===== config.mk =====
export PLATFORM = sky130hd
export DESIGN_NAME = led_gpio_pad_mux
export DESIGN_NICKNAME = d
export VERILOG_FILES = /design/src/logic/pad_mux_pkg.sv /design/src/logic/led_gpio_pad_mux.sv
export SDC_FILE = /design/constraint.sdc
export NUM_CORES = 1
export LEC_CHECK = 0
export BUFFER_PORTS_ARGS = -buffer_cell sky130_fd_sc_hd__buf_4
export CAP_MARGIN = 20
export CORE_ASPECT_RATIO = 1.25
export CORE_MARGIN = 3
export CORE_UTILIZATION = 51
export DETAILED_ROUTE_END_ITERATION = 10
export PLACE_DENSITY = 0.82
export SLEW_MARGIN = 10
export SYNTH_ARGS = -nofsm -noshare
export SYNTH_HDL_FRONTEND = slang
export SYNTH_SLANG_ARGS = --single-unit
export TNS_END_PERCENT = 30

===== constraint.sdc =====
create_clock -name clk -period 2.56 [get_ports clk]
set_input_delay 0.512 -clock clk [delete_from_list [all_inputs] [get_ports clk]]
set_output_delay 0.512 -clock clk [all_outputs]
set_load 0.005 [all_outputs]

===== src/logic/pad_mux_pkg.sv =====
/*
 * Constants and types for the shared indicator / general-purpose pad mux.
 * Assumes a single 100 MHz clock and an APB master with 32-bit data.
 */
// Functional notes
// - Indicator pins drive open-drain, active low.
// - Indicator pins have pull-up off and input receiver off.
// - Indicator function for all pins chosen by config bits 9:8.
// - GPIO pins: push-pull out, open-drain out, or Schmitt input.
// - Pull-up is on for every pin in GPIO use.
// - Input receiver off for GPIO pins set as output.
// - Only pins 0-7 may be indicators; 0-3 port 1, 4-7 port 2.
package pad_mux_pkg;

   localparam int unsigned NUM_PINS = 8;

   // Register byte addresses
   localparam logic [11:0] GPIO_CFG_ADDR   = 12'h0000;
   localparam logic [11:0] GPIO_DATA_ADDR  = 12'h0004;
   localparam logic [11:0] IND_CFG_ADDR    = 12'h0008;
   localparam logic [11:0] PAD_STAT_ADDR   = 12'h000C;

   // Field positions
   localparam int unsigned GPIO_OD_LSB     = 0;
   localparam int unsigned GPIO_DIR_LSB    = 8;
   localparam int unsigned GPIO_DATA_LSB   = 0;
   localparam int unsigned IND_EN_LSB      = 0;
   localparam int unsigned IND_SEL_LSB     = 8;
   localparam int unsigned IND_SEL_MSB     = 9;

   // Reset values
   localparam logic [31:0] GPIO_CFG_RST    = 32'h0000_0000;
   localparam logic [31:0] GPIO_DATA_RST   = 32'h0000_0000;
   localparam logic [31:0] IND_CFG_RST     = 32'h0000_0000;

   // Indicator function codes
   typedef enum logic [1:0] {
      IND_LINK_ACT,
      IND_SPEED,
      IND_DUPLEX,
      IND_LINK
   } ind_sel_type;

   // Per-port PHY status events feeding the indicators
   typedef struct packed {
      logic link;
      logic activity;
      logic speed100;
      logic full_duplex;
      logic collision;
   } port_status_type;

   // Pad control bundle for one pin
   typedef struct packed {
      logic out;
      logic oe_n;
      logic pull_up_en;
      logic in_en;
   } pad_ctrl_type;

endpackage : pad_mux_pkg


===== src/logic/led_gpio_pad_mux.sv =====
/*
 * Pad control and multiplexing for eight shared pins: each is a port
 * status indicator or a general-purpose I/O, set over APB.
 * Assumes pad inputs are asynchronous and the PHY status is on clk.
 */
`timescale 1ns/1ps
module led_gpio_pad_mux (
   input  wire logic                          clk,
   input  wire logic                          rst,
   input  wire logic                          psel,
   input  wire logic                          penable,
   input  wire logic                          pwrite,
   input  wire logic [11:0]                   paddr,
   input  wire logic [31:0]                   pwdata,
   output logic      [31:0]                   prdata,
   output logic                               pready,
   output logic                               pslverr,
   input  wire pad_mux_pkg::port_status_type  port1_status,
   input  wire pad_mux_pkg::port_status_type  port2_status,
   input  wire logic [7:0]                    pad_in,
   output logic      [7:0]                    pad_out,
   output logic      [7:0]                    pad_oe_n,
   output logic      [7:0]                    pad_pull_up_en,
   output logic      [7:0]                    pad_in_en
);

   ////////////////////////////////////////////////////////////////////////
   // Register file

   logic [7:0]               od_q;
   logic [7:0]               dir_out_q;
   logic [7:0]               data_q;
   logic [7:0]               ind_en_q;
   pad_mux_pkg::ind_sel_type ind_sel_q;
   logic [7:0]               in_meta_q;
   logic [7:0]               in_sync_q;
   logic [7:0]               port1_status_indicator;
   logic [7:0]               port2_status_indicator;
   pad_mux_pkg::pad_ctrl_type pad_q [8];

   logic wr_en;
   logic rd_en;
   logic addr_ok;
   logic rd_wait_q;

   function automatic logic hit(input logic [11:0] a,
                                input logic [11:0] base);
      return a == base;
   endfunction : hit

   assign addr_ok = hit(paddr, pad_mux_pkg::GPIO_CFG_ADDR)
                  | hit(paddr, pad_mux_pkg::GPIO_DATA_ADDR)
                  | hit(paddr, pad_mux_pkg::IND_CFG_ADDR)
                  | hit(paddr, pad_mux_pkg::PAD_STAT_ADDR);
   assign wr_en   = psel & penable & pwrite & addr_ok;
   // Reads take one wait state so the registered read data stands
   // at the edge where pready is sampled high
   assign rd_en   = psel & penable & ~pwrite & ~rd_wait_q;
   assign pready  = pwrite | rd_wait_q;
   assign pslverr = psel & penable & pready & ~addr_ok;

   always_ff @(posedge clk) begin
      if (rst) begin
         rd_wait_q <= 1'b0;
      end else begin
         rd_wait_q <= psel & penable & ~pwrite & ~rd_wait_q;
      end
   end

   always_ff @(posedge clk) begin
      if (rst) begin
         od_q      <= pad_mux_pkg::GPIO_CFG_RST[7:0];
         dir_out_q <= pad_mux_pkg::GPIO_CFG_RST[15:8];
      end else if (wr_en && hit(paddr, pad_mux_pkg::GPIO_CFG_ADDR)) begin
         od_q      <= pwdata[pad_mux_pkg::GPIO_OD_LSB +: 8];
         dir_out_q <= pwdata[pad_mux_pkg::GPIO_DIR_LSB +: 8];
      end
   end

   always_ff @(posedge clk) begin
      if (rst) begin
         data_q <= pad_mux_pkg::GPIO_DATA_RST[7:0];
      end else if (wr_en && hit(paddr, pad_mux_pkg::GPIO_DATA_ADDR)) begin
         data_q <= pwdata[pad_mux_pkg::GPIO_DATA_LSB +: 8];
      end
   end

   always_ff @(posedge clk) begin
      if (rst) begin
         ind_en_q  <= pad_mux_pkg::IND_CFG_RST[7:0];
         ind_sel_q <= pad_mux_pkg::ind_sel_type'(
                         pad_mux_pkg::IND_CFG_RST[9:8]);
      end else if (wr_en && hit(paddr, pad_mux_pkg::IND_CFG_ADDR)) begin
         ind_en_q  <= pwdata[pad_mux_pkg::IND_EN_LSB +: 8];
         ind_sel_q <= pad_mux_pkg::ind_sel_type'(
            pwdata[pad_mux_pkg::IND_SEL_MSB:pad_mux_pkg::IND_SEL_LSB]);
      end
   end

   always_ff @(posedge clk) begin
      if (rst) begin
         prdata <= 32'h0000_0000;
      end else if (rd_en) begin
         prdata <= 32'h0000_0000;
         if (hit(paddr, pad_mux_pkg::GPIO_CFG_ADDR)) begin
            prdata[15:0] <= {dir_out_q, od_q};
         end else if (hit(paddr, pad_mux_pkg::GPIO_DATA_ADDR)) begin
            prdata[7:0] <= data_q;
         end else if (hit(paddr, pad_mux_pkg::IND_CFG_ADDR)) begin
            prdata[9:0] <= {ind_sel_q, ind_en_q};
         end else if (hit(paddr, pad_mux_pkg::PAD_STAT_ADDR)) begin
            prdata[15:0] <= {ind_en_q, in_sync_q};
         end
      end
   end

   ////////////////////////////////////////////////////////////////////////
   // Input synchroniser

   always_ff @(posedge clk) begin
      if (rst) begin
         in_meta_q <= 8'h00;
         in_sync_q <= 8'h00;
      end else begin
         in_meta_q <= pad_in;
         // Receivers that are switched off read as zero
         in_sync_q <= in_meta_q & pad_in_en;
      end
   end

   ////////////////////////////////////////////////////////////////////////
   // Indicator function select, low bits of each port map to pins 0-3/4-7

   function automatic logic ind_value(
      input pad_mux_pkg::port_status_type s,
      input pad_mux_pkg::ind_sel_type sel,
      input int unsigned idx);
      logic v;
      v = 1'b0;
      case (sel)
         pad_mux_pkg::IND_LINK_ACT:
            v = (idx == 0) ? (s.link | s.activity) :
                (idx == 1) ? s.speed100 :
                (idx == 2) ? s.full_duplex : s.collision;
         pad_mux_pkg::IND_SPEED:
            v = (idx[0]) ? s.speed100 : s.link;
         pad_mux_pkg::IND_DUPLEX:
            v = (idx[0]) ? s.full_duplex : s.activity;
         pad_mux_pkg::IND_LINK:
            v = s.link;
         default:
            v = 1'b0;
      endcase
      return v;
   endfunction : ind_value

   ////////////////////////////////////////////////////////////////////////
   // Pad control

   generate
      for (genvar i = 0; i < 4; i++) begin : g_ind
         assign port1_status_indicator[i] =
            ind_value(port1_status, ind_sel_q, i);
         assign port2_status_indicator[i+4] =
            ind_value(port2_status, ind_sel_q, i);
         assign port1_status_indicator[i+4] = 1'b0;
         assign port2_status_indicator[i]   = 1'b0;
      end

      for (genvar i = 0; i < 8; i++) begin : g_pad
         always_ff @(posedge clk) begin
            if (rst) begin
               pad_q[i] <= '{out: 1'b1, oe_n: 1'b1,
                            pull_up_en: 1'b1, in_en: 1'b1};
            end else if (ind_en_q[i]) begin
               // Pull low to light; release otherwise
               pad_q[i].out        <= 1'b0;
               pad_q[i].oe_n       <= ~(port1_status_indicator[i]
                                       | port2_status_indicator[i]);
               pad_q[i].pull_up_en <= 1'b0;
               pad_q[i].in_en      <= 1'b0;
            end else begin
               pad_q[i].pull_up_en <= 1'b1;
               pad_q[i].in_en      <= ~dir_out_q[i];
               if (!dir_out_q[i]) begin
                  pad_q[i].out  <= 1'b1;
                  pad_q[i].oe_n <= 1'b1;
               end else if (od_q[i]) begin
                  pad_q[i].out  <= 1'b0;
                  pad_q[i].oe_n <= data_q[i];
               end else begin
                  pad_q[i].out  <= data_q[i];
                  pad_q[i].oe_n <= 1'b0;
               end
            end
         end
         assign pad_out[i]        = pad_q[i].out;
         assign pad_oe_n[i]       = pad_q[i].oe_n;
         assign pad_pull_up_en[i] = pad_q[i].pull_up_en;
         assign pad_in_en[i]      = pad_q[i].in_en;
      end
   endgenerate

endmodule : led_gpio_pad_mux


==> summary.md <==
| Metric | Value |
|---|---|
| Setup repair bufs after CTS | 0 |
| Critical register-to-register path endpoint | pad_q[0][14]$_SDFFCE_PP0P_ |
| CTS sink cnt | 99 |
| Estimated wirelength of the detail-placed design | 7636 um |
| Crit path arrival time | 1.83 ns |
| Combined area of all synthesized cells | 4418 um2 |
| Pin slew with the least headroom to its limit | 0.8763 ns |
| Tcrit/Tclk final | between 90% and 100% |
| Leakage power | 2.046 nW |
| Number of buffers created by CTS | 9 |
| Layout cells sized above 1 | between 20% and 30% |
| Max_slew headroom | 41.37% |
| Dominant register cell in the synthesized netlist | sky130_fd_sc_hd__dfxtp_1 |
| Number of H-tree branching levels | 3 |
| Multi-input gate area in the final layout | 2033 um2 |
| CTS resizes | 0 |
| Overall die height | 110.1 um |
| Top delay family on crit path | simple AND/OR/NAND/NOR gates |
| Min cycle time layout | 2.346 ns |
| Async set-reset flop share out of synthesis | 0% |
| Sort of element at the end of the critical path | primary output |
| Longest individual stage delay on the worst path | between 0.6 and 0.7 ns |
| Via count normalized by instance count | around 5.2 |
| Number of buffer cells added on primary ports | 100 |
| Highest-delay cell along the critical path | sky130_fd_sc_hd__or4_1 |
| Outcome | complete, no violations |
| Detail-routed net length per standard cell | 15.58 um |
| Weighted congestion at the end of routability-driven global placement | 0.8479 |
| Nets@finish | 636 |
| Post-route setup TNS | 0 ns |
| First-pass GRT wire length | 16190 um |
| Top fanout value on the critical path | 4 |
| Max Transition Viols Final | 0 |
| Starting density of the core | between 50% and 60% |
| Final WL | approximately 10000 um |
| Skew final | 0.005461 ns |
| Worst setup path category | input pin to primary output |
| Residual DRC | 0 |
| Area used by sequential logic in the layout | 2302 um2 |
| Routed via count | 3496 |
| Number of synthesized register bits | 99 |
| Clock root buffer | sky130_fd_sc_hd__clkbuf_8 |
| Remaining global-route overflow | 0 |
| Worst path required time | 2.05 ns |
| Most common cell after layout, fill and taps aside | sky130_fd_sc_hd__buf_4 |
| Rows | 37 |
| Antenna Violating Nets Remaining | 0 |
| Pwr/cell area | 490.4 nW/um2 |
| Cells on worst reg2reg path | 4 |
| Final hold violation count | 0 |
| Total I/O pin count | roughly 130 |
| Unique masters post-synth | 45 |
| Synthesized area per cell | ~10 um2 |
| Setup repair after global routing missed its margin | false |
| Number of buffers on the longest clock path | 2 |
| Number of iterations in the first detailed-routing pass | 4 |
| Share of the core filled with cells | 65.65% |
| Number of diodes | 0 |
| Core area | 8333 um2 |
| Sequential area share after synthesis | 52.11% |
| Setup-failing EPs final | 0 |
| Worst Hold Path EP | in_meta_q[1]$_SDFF_PP0_ |
| CP Buf/Inv Count | 2 |
| Number of hold buffers added after CTS | 0 |
| Drt first-iter violations | 215 |
| Number of enable-type register cells in the synthesized netlist | 32 |
| TritonCTS clock tree | done |
| Worst hold path cell count | 2 |
| Filler cells | 694 |
| Startpoint class of the critical path | input pin |
| Overall die width | 89.25 um |
| Pin count of the biggest net entering global routing | 77 |
| Maximum achievable frequency | 426.3 MHz |
| Crit-path cells | buf_4 > or4_1 > nor3_1 > nor3_1 > buf_4 |
| Area grow syn2layout | 23.82% |
| Worst-Skew Late Latency | roughly 0.36 ns |
| Number of global-route vias before repair | approximately 3400 |
| Reg2reg start | ind_sel_q[1]$_SDFFE_PP0P_ |
| Number of warnings issued by yosys | 0 |
| Worst reg-to-reg setup slack | ~1.0 ns |
| Register clock-pin slew on the reported worst setup and hold paths | 0.09 ns |
| IR Drop Worst-Case VDD | 266.2 uV |
| Antenna violations before repair | 0 |
| Start point of the worst hold path | pad_in[1] |
| Max capacitance violation total | 0 |
| Die Outline Area | 9822 um2 |
| Type of the tightest min-delay check | input pin to flip-flop |
| Commonest non-fill, non-tap cells in the layout | sky130_fd_sc_hd__buf_4, sky130_fd_sc_hd__nand2_1, sky130_fd_sc_hd__dfxtp_1, sky130_fd_sc_hd__conb_1 |
| Cell count after synthesis | 441 |
| Aggregate global-route resource usage | 22.07% |
## worst reg2reg max path: stages, from the launching register on
cell	delay (ns)
sky130_fd_sc_hd__dfxtp_1	0.61
sky130_fd_sc_hd__mux4_2	0.58
sky130_fd_sc_hd__nand2_1	0.08
sky130_fd_sc_hd__o21ai_0	0.07
sky130_fd_sc_hd__nand2b_1	0.08
## synth_stat cells, drive strengths merged, types with 3 or more instances
| library cell | instances | area share (%) |
|---|---|---|
| a211oi | 8 | 1.5 |
| edfxtp | 32 | 22 |
| nand3b | 6 | 1.0 |
| and2 | 8 | 1.1 |
| o21bai | 8 | 1.4 |
| a21o | 6 | 1.0 |
| or2 | 8 | 1.1 |
| dfxtp | 67 | 30 |
| nand2 | 70 | 5.9 |
| a221oi | 6 | 1.2 |
| o31ai | 8 | 1.4 |
| or4 | 3 | 0.68 |
| buf | 25 | 4.2 |
| nor2 | 29 | 2.5 |
| nand3 | 3 | 0.34 |
| nand2b | 32 | 4.5 |
| a21oi | 22 | 2.5 |
| o21ai | 6 | 0.68 |
| nor3 | 8 | 0.91 |
| mux2i | 31 | 7.0 |
| clkbuf | 16 | 1.4 |
| nor2b | 16 | 2.3 |
## metrics by stage
stage | cells | area (um2) | hold WS [ns] | total power [mW] | setup slack (ns)
after floorplan | 487 | 4591 | 0.4045 | 1.789 | 0.3244
after global placement | 655 | 5318 | 0.4114 | 1.864 | 0.1085
after detailed placement | 655 | 5318 | 0.4114 | 1.869 | 0.03400
after CTS | 671 | 5470 | 0.3445 | 2.698 | 0.2020
after global routing | 671 | 5470 | 0.3394 | 2.792 | 0.09821
final | 671 | 5470 | 0.3509 | 2.683 | 0.2145
## routing by layer
| layer | global-route usage (%) | part of all wire [%] | wire length, um | vias to the layer above |
|---|---|---|---|---|
| met5 | 0 | 0 | 0 | - |
| met4 | 11.81 | 3.0 | 314 | 0 |
| met3 | 4.089 | 6.1 | 637 | 23 |
| li1 | - | - | - | 1723 |
| met1 | 26.23 | 38 | 4016 | 1626 |
| met2 | 37.30 | 52 | 5486 | 124 |
## worst max path at each step
stage | start | endpoint | slack (ns) | cells after the start
finish | paddr[5] | pslverr | 0.21 | 5
global route | paddr[5] | pslverr | 0.1 | 5
CTS | paddr[5] | pslverr | 0.20 | 5
detailed placement | paddr[9] | prdata[5]$_SDFFE_PP0P_ | 0.03 | 5
global placement | paddr[9] | prdata[5]$_SDFFE_PP0P_ | 0.11 | 5
floorplan | paddr[9] | prdata[2]$_SDFFE_PP0P_ | 0.32 | 6
## report_power, final
part           internal [mW]  leakage, nW  switching (mW)  total (mW)
combinational         0.0952         1.21           0.102       0.197
sequential              1.63        0.761         0.00638        1.64
clock                  0.345       0.0792           0.503       0.848
## final cells by class
cell class	instances	area share [%]
clock buffer	12	2.470
clock inverter	4	0.3202
inverter	2	0.1372
multi-input combinational	345	37.17
sequential	99	42.09
tap	97	2.219
timing repair buffer	112	15.60
## sequential cells by signal (all words and copies together) (netlist names)
register	flops
data_q	8
prdata	16
in_sync_q	8
in_meta_q	8
dir_out_q	8
pad_q	32
ind_sel_q	2
rd_wait_q	1
ind_en_q	8
od_q	8
## cells by family (layout without fill, tap and decap cells)
group / count (synthesis) / in the layout / share of synthesized area, %
compound gates: 70 / 70 / 10.56
buf+inv: 43 / 130 / 5.777
flops: 99 / 99 / 52.11
mux: 33 / 33 / 8.043
other cells: 2 / 48 / 0.1700
simple gates: 194 / 194 / 23.34
Power figures use the tool's default switching activity.
